**src/dzx_pkg.sv**
```systemverilog
// package: opcodes, field positions, bus map and shared types for the decoder block
package dzx_pkg;
  localparam logic [5:0] OP_DIFF_ZERO_IMM = 6'h09;
  localparam logic [5:0] OP_EXTENDED = 6'h1F;
  localparam logic [9:0] XO_EXT_CTL_IN = 10'h136; // 310
  localparam logic [9:0] XO_EXT_CTL_OUT = 10'h1B6; // 438
  localparam logic [9:0] XO_IO_ORDER = 10'h356; // 854
  localparam logic [9:0] XO_SIGN_EXT_WORD = 10'h3DA; // 986
  localparam int XLEN = 64;
  localparam int WORD_BITS = 32;
  localparam int IMM_BITS = 16;
  // avalon register byte offsets
  localparam logic [7:0] ADDR_INSTR = 8'h00;
  localparam logic [7:0] ADDR_SRC_A_LO = 8'h04;
  localparam logic [7:0] ADDR_SRC_A_HI = 8'h08;
  localparam logic [7:0] ADDR_SRC_B_LO = 8'h0C;
  localparam logic [7:0] ADDR_SRC_B_HI = 8'h10;
  localparam logic [7:0] ADDR_SRC_S_LO = 8'h14;
  localparam logic [7:0] ADDR_SRC_S_HI = 8'h18;
  localparam logic [7:0] ADDR_EXT_ACC = 8'h1C;
  localparam logic [7:0] ADDR_GO = 8'h20;
  localparam logic [7:0] ADDR_RES_LO = 8'h24;
  localparam logic [7:0] ADDR_RES_HI = 8'h28;
  localparam logic [7:0] ADDR_FLAGS = 8'h2C;
  localparam logic [7:0] ADDR_IRQ_STAT = 8'h30;
  localparam logic [7:0] ADDR_IRQ_MASK = 8'h34;
  localparam logic [7:0] ADDR_ORDER_CI = 8'h38;
  localparam int EXT_ACC_EN_BIT = 31;
  localparam int UNIT_ID_BITS = 4;
  localparam int IRQ_BITS = 4;
  localparam int IRQ_DONE = 0;
  localparam int IRQ_ACCESS = 1;
  localparam int IRQ_ILLEGAL = 2;
  localparam int IRQ_MISALIGN = 3;
  localparam logic [31:0] BUS_UNMAPPED = 32'hDEAD_BEEF;
  typedef struct packed {
    logic valid;
    logic write;
    logic [UNIT_ID_BITS-1:0] unit_id;
    logic [XLEN-1:0] real_addr;
    logic [WORD_BITS-1:0] wdata;
    logic cache_bypass;
    logic prot_store;
  } dzx_ctl_req_type;
  typedef struct packed {
    logic less_than_flag;
    logic greater_flag;
    logic zero_result_flag;
    logic summary_ovf;
  } dzx_cr_type;
  typedef enum logic [4:0] {
    ST_IDLE = 5'b00001,
    ST_EXEC = 5'b00010,
    ST_DRAIN = 5'b00100,
    ST_REQ = 5'b01000,
    ST_WAIT = 5'b10000
  } dzx_state_type;
endpackage

```
**src/dzx_decoder.sv**
```systemverilog
// instruction execution block: difference-or-zero, external control, io ordering, sign extension
// Operation
// - diff-or-zero imm: not base plus imm plus one
// - base greater than imm gives zero
// - diff-or-zero leaves flags untouched
// - control load returns controller word to target
// - address is index alone when base field zero
// - enabled load goes cache-bypassed to unit id
// - enabled store sends address and source word
// - control store sends real address and source
// - control address must be word aligned; a misaligned one is flagged but still sent
// - protection: load as load, store as store
// - barrier drains earlier accesses before later ones
// - barrier orders only cache-inhibited accesses
// - barrier leaves flags untouched
// - word sign extend fills from bit 32
// - record bit updates condition field zero
// - sign extend illegal on 32-bit build

// register map, byte offsets on the avalon side:
//   00 instruction word under test
//   04 / 08 base operand, low and high word
//   0C / 10 index operand, low and high word
//   14 / 18 source operand, low and high word
//   1C access register: bit 31 enable, low bits unit id
//   20 go on write of bit 0, one-hot state on read
//   24 / 28 result, low and high word
//   2C flags: bit 0 summary overflow, bits 4:1 condition field zero
//   30 sticky event status, write one to clear
//   34 event mask, same layout as status
//   38 barrier scope: bit 0 set means cache-inhibited ordering
//   anything else reads back a fixed marker and drops writes
//
// event bits:
//   0 done, set on every return to idle
//   1 access fault, no request leaves the block
//   2 illegal, word sign extend on a 32-bit build
//   3 misaligned, the request still goes out
//
// bus timing:
//   writes never wait; a write while busy is dropped silently, except a status clear,
//   so software must poll go until it reads idle before loading
//   new operands. reads wait exactly one cycle because the read
//   word comes from a flop; that costs a cycle on every read but
//   keeps the readback mux off the bus timing path.
//
// sequencer:
//   idle  waits for go
//   exec  one cycle: arithmetic results land here, and the
//         decision to drain, request or finish is taken
//   drain holds while earlier cache-inhibited traffic is pending
//   req   loads the controller request flops
//   wait  holds the request until the synchronised acknowledge
//
// controller handshake:
//   the request is a registered level, valid until the
//   acknowledge has passed the two sync flops. the returned word
//   is taken without its own sync: the far side must keep it
//   still while acknowledge is high, which is what makes the
//   two-flop delay on acknowledge safe for the data as well.
//   the far side must drop acknowledge before the next request,
//   otherwise a stale high level would end the next wait early.
//
// limitations:
//   byte enables are ignored; every write is a full word.
//   a misaligned control address is reported but still sent,
//   since the outcome at the far side is not ours to define.
//   the summary overflow bit is software-owned here; only word
//   sign extend with the record bit copies it into the flags.
//   the load result is zero-extended to the full register width.
//   on a 32-bit build word sign extend writes no result and no flags, only the illegal and done events.
//
// reset:
//   everything clears except barrier scope, which comes up set
//   so that ordering is the safe default until software says
//   otherwise.
module dzx_decoder
  import dzx_pkg::*;
#(
  parameter bit IS_64BIT = 1'b1
) (
  input wire logic clk,
  input wire logic nrst,
  input wire logic [7:0] avs_address,
  input wire logic avs_read,
  input wire logic avs_write,
  input wire logic [31:0] avs_writedata,
  input wire logic [3:0] avs_byteenable,
  output logic [31:0] avs_readdata,
  output logic avs_waitrequest,
  output dzx_ctl_req_type ctl_req,
  input wire logic ctl_ack,
  input wire logic [WORD_BITS-1:0] ctl_rdata,
  input wire logic mem_pending_ci,
  output logic irq
);
  logic [31:0] instr_reg;
  logic [XLEN-1:0] base_gpr_reg, index_gpr_reg, source_gpr_reg, result_reg;
  logic [31:0] external_access_reg;
  logic order_ci_reg;
  dzx_cr_type condition_field_zero_reg;
  logic summary_ovf_reg;
  logic [IRQ_BITS-1:0] irq_stat_reg, irq_mask_reg, irq_set;
  logic go_pulse, rd_ack_reg, busy;
  logic ack_s1_reg, ack_s2_reg, pend_s1_reg, pend_s2_reg;
  dzx_state_type state_reg, state_next;
  dzx_ctl_req_type ctl_req_reg;

  logic [5:0] primary;
  logic [9:0] extended;
  logic base_field_zero, record_bit;
  logic [XLEN-1:0] effective_address, imm_sext, doz_sum, sext_word;
  logic is_doz, is_in, is_out, is_order, is_sext, is_ctl;
  logic [UNIT_ID_BITS-1:0] target_unit_id;

  // instruction fields
  assign primary = instr_reg[31:26];
  assign extended = instr_reg[10:1];
  assign record_bit = instr_reg[0];
  assign base_field_zero = (instr_reg[20:16] == 5'h00);
  assign is_doz = (primary == OP_DIFF_ZERO_IMM);
  assign is_in = (primary == OP_EXTENDED) && (extended == XO_EXT_CTL_IN);
  assign is_out = (primary == OP_EXTENDED) && (extended == XO_EXT_CTL_OUT);
  assign is_order = (primary == OP_EXTENDED) && (extended == XO_IO_ORDER);
  assign is_sext = (primary == OP_EXTENDED) && (extended == XO_SIGN_EXT_WORD);
  assign is_ctl = is_in | is_out;
  assign target_unit_id = external_access_reg[UNIT_ID_BITS-1:0];

  // index alone when base field is zero
  assign effective_address = base_field_zero ? index_gpr_reg
                           : base_gpr_reg + index_gpr_reg;
  assign imm_sext = {{(XLEN-IMM_BITS){instr_reg[IMM_BITS-1]}}, instr_reg[IMM_BITS-1:0]};
  assign doz_sum = ~base_gpr_reg + imm_sext + {{(XLEN-1){1'b0}}, 1'b1};
  assign sext_word = {{(XLEN-WORD_BITS){source_gpr_reg[WORD_BITS-1]}},
                      source_gpr_reg[WORD_BITS-1:0]};

  // pin-level acknowledge and pending inputs from the controller and memory system are synchronised
  always_ff @(posedge clk or negedge nrst) begin
    if (!nrst) begin
      ack_s1_reg <= 1'b0;
      ack_s2_reg <= 1'b0;
      pend_s1_reg <= 1'b0;
      pend_s2_reg <= 1'b0;
    end else begin
      ack_s1_reg <= ctl_ack;
      ack_s2_reg <= ack_s1_reg;
      pend_s1_reg <= mem_pending_ci;
      pend_s2_reg <= pend_s1_reg;
    end
  end

  assign busy = (state_reg != ST_IDLE);
  assign go_pulse = avs_write && (avs_address == ADDR_GO) && avs_writedata[0] && !busy;

  // sequencer
  always_comb begin
    state_next = state_reg;
    case (state_reg)
      ST_IDLE: begin
        if (go_pulse) begin
          state_next = ST_EXEC;
        end
      end
      ST_EXEC: begin
        if (is_order && order_ci_reg) begin
          state_next = ST_DRAIN;
        end else if (is_ctl && external_access_reg[EXT_ACC_EN_BIT]) begin
          state_next = pend_s2_reg ? ST_DRAIN : ST_REQ;
        end else begin
          state_next = ST_IDLE;
        end
      end
      ST_DRAIN: begin
        // earlier cache-inhibited accesses must finish first
        if (!pend_s2_reg) begin
          state_next = (is_ctl && external_access_reg[EXT_ACC_EN_BIT]) ? ST_REQ : ST_IDLE;
        end
      end
      ST_REQ: begin
        state_next = ST_WAIT;
      end
      ST_WAIT: begin
        if (ack_s2_reg) begin
          state_next = ST_IDLE;
        end
      end
      default: begin
        state_next = ST_IDLE;
      end
    endcase
  end

  always_ff @(posedge clk or negedge nrst) begin
    if (!nrst) begin
      state_reg <= ST_IDLE;
    end else begin
      state_reg <= state_next;
    end
  end

  // controller request held until the synchronised acknowledge
  always_ff @(posedge clk or negedge nrst) begin
    if (!nrst) begin
      ctl_req_reg <= '0;
    end else if (state_reg == ST_REQ) begin
      ctl_req_reg.valid <= 1'b1;
      ctl_req_reg.write <= is_out;
      ctl_req_reg.unit_id <= target_unit_id;
      ctl_req_reg.real_addr <= effective_address;
      ctl_req_reg.wdata <= source_gpr_reg[WORD_BITS-1:0];
      ctl_req_reg.cache_bypass <= 1'b1;
      ctl_req_reg.prot_store <= is_out;
    end else if (state_reg == ST_WAIT && ack_s2_reg) begin
      ctl_req_reg <= '0;
    end
  end
  assign ctl_req = ctl_req_reg;

  // result register
  always_ff @(posedge clk or negedge nrst) begin
    if (!nrst) begin
      result_reg <= '0;
    end else if (state_reg == ST_EXEC && is_doz) begin
      // signed compare of base against the immediate
      result_reg <= ($signed(base_gpr_reg) > $signed(imm_sext)) ? '0 : doz_sum;
    end else if (state_reg == ST_EXEC && is_sext && IS_64BIT) begin
      result_reg <= sext_word;
    end else if (state_reg == ST_WAIT && ack_s2_reg && is_in) begin
      result_reg <= {{(XLEN-WORD_BITS){1'b0}}, ctl_rdata};
    end
  end

  // condition field zero: only word sign extend with record bit writes it
  always_ff @(posedge clk or negedge nrst) begin
    if (!nrst) begin
      condition_field_zero_reg <= '0;
    end else if (state_reg == ST_EXEC && is_sext && IS_64BIT && record_bit) begin
      condition_field_zero_reg.less_than_flag <= sext_word[XLEN-1];
      condition_field_zero_reg.greater_flag <= !sext_word[XLEN-1] && (sext_word != '0);
      condition_field_zero_reg.zero_result_flag <= (sext_word == '0);
      condition_field_zero_reg.summary_ovf <= summary_ovf_reg;
    end
  end

  // interrupt events: done, access fault, illegal, misaligned
  always_comb begin
    irq_set = '0;
    irq_set[IRQ_DONE] = (state_reg != ST_IDLE) && (state_next == ST_IDLE);
    irq_set[IRQ_ACCESS] = (state_reg == ST_EXEC) && is_ctl
                          && !external_access_reg[EXT_ACC_EN_BIT];
    irq_set[IRQ_ILLEGAL] = (state_reg == ST_EXEC) && is_sext && !IS_64BIT;
    irq_set[IRQ_MISALIGN] = (state_reg == ST_EXEC) && is_ctl
                            && (effective_address[1:0] != 2'b00);
  end

  // write-one clear strobe for the status register; not gated by busy
  logic stat_clr_hit;
  assign stat_clr_hit = avs_write && (avs_address == ADDR_IRQ_STAT);

  // sticky status, one flop per event; a new event wins over a clear
  // so that an event landing in the clear cycle is never lost
  for (genvar g = 0; g < IRQ_BITS; g++) begin : g_stat
    always_ff @(posedge clk or negedge nrst) begin
      if (!nrst) begin
        irq_stat_reg[g] <= 1'b0;
      end else if (irq_set[g]) begin
        irq_stat_reg[g] <= 1'b1;
      end else if (stat_clr_hit && avs_writedata[g]) begin
        irq_stat_reg[g] <= 1'b0;
      end
    end
  end

  // level interrupt while any unmasked event is pending
  assign irq = |(irq_stat_reg & irq_mask_reg);

  // software writable registers; operands are frozen while busy
  always_ff @(posedge clk or negedge nrst) begin
    if (!nrst) begin
      instr_reg <= '0;
      base_gpr_reg <= '0;
      index_gpr_reg <= '0;
      source_gpr_reg <= '0;
      external_access_reg <= '0;
      irq_mask_reg <= '0;
      order_ci_reg <= 1'b1;
      summary_ovf_reg <= 1'b0;
    end else if (avs_write && !busy) begin
      case (avs_address)
        ADDR_INSTR: instr_reg <= avs_writedata;
        ADDR_SRC_A_LO: base_gpr_reg[31:0] <= avs_writedata;
        ADDR_SRC_A_HI: base_gpr_reg[63:32] <= avs_writedata;
        ADDR_SRC_B_LO: index_gpr_reg[31:0] <= avs_writedata;
        ADDR_SRC_B_HI: index_gpr_reg[63:32] <= avs_writedata;
        ADDR_SRC_S_LO: source_gpr_reg[31:0] <= avs_writedata;
        ADDR_SRC_S_HI: source_gpr_reg[63:32] <= avs_writedata;
        ADDR_EXT_ACC: external_access_reg <= avs_writedata;
        ADDR_IRQ_MASK: irq_mask_reg <= avs_writedata[IRQ_BITS-1:0];
        ADDR_ORDER_CI: order_ci_reg <= avs_writedata[0];
        ADDR_FLAGS: summary_ovf_reg <= avs_writedata[0];
        default: ;
      endcase
    end
  end

  // writes answer at once (ignored while busy, except status clears); reads take one wait cycle
  always_ff @(posedge clk or negedge nrst) begin
    if (!nrst) begin
      rd_ack_reg <= 1'b0;
      avs_readdata <= '0;
    end else begin
      rd_ack_reg <= avs_read && !rd_ack_reg;
      if (avs_read && !rd_ack_reg) begin
        case (avs_address)
          ADDR_INSTR: avs_readdata <= instr_reg;
          ADDR_SRC_A_LO: avs_readdata <= base_gpr_reg[31:0];
          ADDR_SRC_A_HI: avs_readdata <= base_gpr_reg[63:32];
          ADDR_SRC_B_LO: avs_readdata <= index_gpr_reg[31:0];
          ADDR_SRC_B_HI: avs_readdata <= index_gpr_reg[63:32];
          ADDR_SRC_S_LO: avs_readdata <= source_gpr_reg[31:0];
          ADDR_SRC_S_HI: avs_readdata <= source_gpr_reg[63:32];
          ADDR_EXT_ACC: avs_readdata <= external_access_reg;
          ADDR_GO: avs_readdata <= {27'h0000000, state_reg};
          ADDR_RES_LO: avs_readdata <= result_reg[31:0];
          ADDR_RES_HI: avs_readdata <= result_reg[63:32];
          ADDR_FLAGS: avs_readdata <= {27'h0000000, condition_field_zero_reg, summary_ovf_reg};
          ADDR_IRQ_STAT: avs_readdata <= {28'h0000000, irq_stat_reg};
          ADDR_IRQ_MASK: avs_readdata <= {28'h0000000, irq_mask_reg};
          ADDR_ORDER_CI: avs_readdata <= {31'h00000000, order_ci_reg};
          default: avs_readdata <= BUS_UNMAPPED;
        endcase
      end
    end
  end
  assign avs_waitrequest = avs_read && !rd_ack_reg;
endmodule

```
**config.mk**
```make
export PLATFORM = sky130hd
export DESIGN_NAME = dzx_decoder
export DESIGN_NICKNAME = d
export VERILOG_FILES = /design/src/dzx_pkg.sv /design/src/dzx_decoder.sv
export SDC_FILE = /design/constraint.sdc
export NUM_CORES = 1
export LEC_CHECK = 0
export BUFFER_PORTS_ARGS = -buffer_cell sky130_fd_sc_hd__buf_2
export CORE_MARGIN = 5
export CORE_UTILIZATION = 50
export DETAILED_ROUTE_END_ITERATION = 16
export PLACE_DENSITY = 0.7
export SYNTH_ARGS = -nofsm -noshare
export SYNTH_HDL_FRONTEND = slang
export SYNTH_SLANG_ARGS = --single-unit
```
**constraint.sdc**
```tcl
create_clock -name clk -period 7 [get_ports clk]
set_input_delay 0.35 -clock clk [delete_from_list [all_inputs] [get_ports clk]]
set_output_delay 0.35 -clock clk [all_outputs]
set_load 0.05 [all_outputs]
```
==> impl_metrics.yaml <==
status:
  status: "complete, no violations"
clocking:
  numCtsBuffers: 54
  cts_tree: "done"
  cts.clk_slew.worst_paths_ns: 0.06
  clockBufferDepth: 3
  h-tree-depth: 2
  cts.sinks: 477
  post_cts_buffers: 0
  cts-root-buf: "clkbuf_16"
  clk-insertion-delay-late_ns: 0.62
pwr:
  switching_share: 0.356
  power_frac_comb: 0.295
  ir_drop_mv: 0.224
  p_leak_nw: 16.0
  seq_power_share: 0.357
  internal_power_mw: 5.53
  power_switching_mw: 3.05
  clock_power_share: 0.347
  powerDensity_mw_per_mm2: 259
routing:
  drt_iter0_drc: 3164
  dr.pass1.iters: 6
  routed_wl_mm: 119
  routed_via_density: 6.62
  avgRoutedWirePerCell_um: 28.9
  drc: 0
  vias: 27354
  drtAntennaViolNets: 0
grt:
  antenna_found_initial: 5
  overflow: 0
  first_global_vias: 26503
  grt_max_degree: 110
  track_usage: 0.361
  grt_pass1_wl_mm: 174
floorplan:
  dieArea_mm2: 0.0642
  initial_core_util: 0.504
  core_mm2: 0.0588
  rows: 89
  ios: 220
  die_height_um: 253
  die_width_um: 253
logic_synthesis:
  synth_nets: 3482
  avgSynthCellArea_um2: 9.23
  synth_area_leaders: "dfrtp_1 (40%), ha_1 (8.0%), mux2_2 (7.1%)"
  synth.top_cell.area_share: 0.401
  syn_area_mm2: 0.0296
  synth_edf_count: 0
  synth_top_area_cell: "dfrtp_1"
  ys_async_sr_fraction: 1.00
  synth_cell_types: 91
  netlist_instances: 3208
  synth_seq_cells: 477
  yosys_warnings: 0
  seq_area_frac_synth: 0.403
  synth_ff_type: "dfrtp_1"
hold_path:
  hold_end: "irq_stat_reg[1]$_DFFE_PN0P_"
  hold-path-cell-count: 4
  hp-class: "primary input to register"
  min_from: "avs_write"
cells_and_area:
  nets: 3591
  largest_reg_flops: 102
  synthToLayoutAreaGrowth_pct: 11.9
  drive_above_1_share: 0.175
  instances_no_fill: 4135
timing:
  fmax_mhz: 221
  min_period_ns: 4.52
  finalCritPeriodShare: 0.646
  fin_skew_ns: 0.0156
  slew_violations: 0
  setup_tns_ns: 0
  grt_setup_unrepaired: "no"
  setup_viol: 0
  worst_slew_pin_slew_ns: 1.22
  finalHoldViolations: 0
  slew_headroom: 0.178
run:
  maxCapViolCount: 0
setup_path:
  crit-reg2reg-launch: "instr_reg[15]$_DFFE_PN0P_"
  end_kind: "register"
  reg2reg_to: "result_reg[16]$_DFFE_PN0P_"
  crit_type: "register to register"
  r2r_cells: 13
  worstPathRequired_ns: 7.51
  start_kind: "register"
  crit_path_max_fanout: 31
  rrSetupSlack_ns: 2.48
  arrival_ns: 5.03
placement:
  gp_congestion: 1.05
  dp_hpwl_mm: 89.8
  io_buffers: 215
  placed_cells: 4031
-- cells in the final DEF (no fill, tap or decap), types with 78 or more instances in the layout --
cell type    n
dfrtp_1    474
nand2_1    337
a21oi_1    247
o21ai_0    220
nor2_1     214
buf_2      214
ha_1       190
mux2_2     186
inv_1      114
nand3_1    107
a22oi_1     84
a21o_1      78
-- metal layers --
layer | GRT usage | vias up | wire, um
met4 | 0.118 | 6 | 4780
met3 | 0.130 | 251 | 14800
li1 | - | 11972 | -
met1 | 0.499 | 13668 | 49000
met2 | 0.529 | 1457 | 50700
met5 | 0 | - | 41
-- cells by family after synthesis --
kind of cell	synth area share
simple gates	0.141
buf+inv	0.0431
fa+ha+maj	0.0816
xor+xnor	0.0328
mux	0.0738
compound gates	0.224
flops	0.403
-- critical path, stage by stage (launching register included) --
cell and delay (ns):
dfrtp_2 0.40, clkinv_1 0.06, buf_4 0.39, ha_1 0.37, and2_1 0.32, nand3_1 0.14
nor3_1 0.59, nand3_1 0.21, o221ai_1 0.26, xor2_1 0.17, o21ba_2 0.70, buf_4 0.46
a221oi_1 0.15, a21oi_1 0.17
-- area by class of cell --
type / count / area, um^2
multi-input combinational: 2405 / 16500
sequential: 477 / 11900
inverter: 116 / 435
clock inverter: 18 / 236
tap: 773 / 967
clock buffer: 80 / 1600
fill: 5290 / 25700
antenna: 3 / 7.51
timing repair buffer: 263 / 1450
-- power groups by stage --
stage | clock network (mW) | registers (mW) | logic, mW
finish | 2.98 | 3.06 | 2.53
global route | 3.11 | 3.06 | 2.75
CTS | 3.00 | 3.05 | 2.49
detailed placement | 0 | 3.10 | 2.48
global placement | 0 | 3.09 | 2.47
floorplan | 0 | 3.00 | 1.73
-- how the worst max path moves through the flow --
stage          cells past startpoint  slack, ns                          to                 startpoint
2_1_floorplan                     15       1.93  result_reg[16]$_DFFE_PN0P_  instr_reg[15]$_DFFE_PN0P_
3_3_place_gp                      13       2.57  result_reg[21]$_DFFE_PN0P_  instr_reg[15]$_DFFE_PN0P_
3_5_place_dp                      13       2.57  result_reg[17]$_DFFE_PN0P_  instr_reg[15]$_DFFE_PN0P_
4_1_cts                           13       2.54  result_reg[17]$_DFFE_PN0P_  instr_reg[15]$_DFFE_PN0P_
5_1_grt                           13       2.30  result_reg[15]$_DFFE_PN0P_  instr_reg[15]$_DFFE_PN0P_
6_report                          13       2.48  result_reg[16]$_DFFE_PN0P_  instr_reg[15]$_DFFE_PN0P_
-- Yosys cell counts (all sizes together) (11+ instances only) --
master and instances:
and3 29, a221oi 75, dfrtp 475, o211ai 15, nor3 51, nor2 227, nand4 59, nor4 21
nand2b 21, buf 27, inv 116, a21oi 250, o221ai 25, o21ai 228, a41oi 19, xor2 49
xnor2 62, a22oi 84, ha 190, a22o 62, o21a 12, a211oi 17, o21bai 19, a31oi 29
clkbuf 183, o31ai 11, a21o 78, and2 21, nand2 337, nand3 109, mux2 186
-- stage by stage --
stage | hold WS (ns) | power [mW] | instance area [um^2] | utilization | worst slack, ns
2_1_floorplan | 0.0544 | 4.74 | 29600 | - | 1.93
3_3_place_gp | 0.338 | 5.56 | 31300 | 0.532 | 2.57
3_5_place_dp | 0.343 | 5.57 | 31300 | 0.532 | 2.57
4_1_cts | 0.0553 | 8.54 | 33100 | 0.564 | 2.54
5_1_grt | 0.0939 | 8.92 | 33100 | 0.564 | 2.30
6_report | 0.0732 | 8.58 | 33100 | 0.564 | 2.48
-- what timing repair did --
| action | in CTS | in global routing |
|---|---|---|
| gates resized for setup | 0 | 0 |
| endpoints found under the hold margin | 105 | 0 |
| hold buffers | 3 | 0 |
Note: power is estimated with default switching activity, not from simulation.
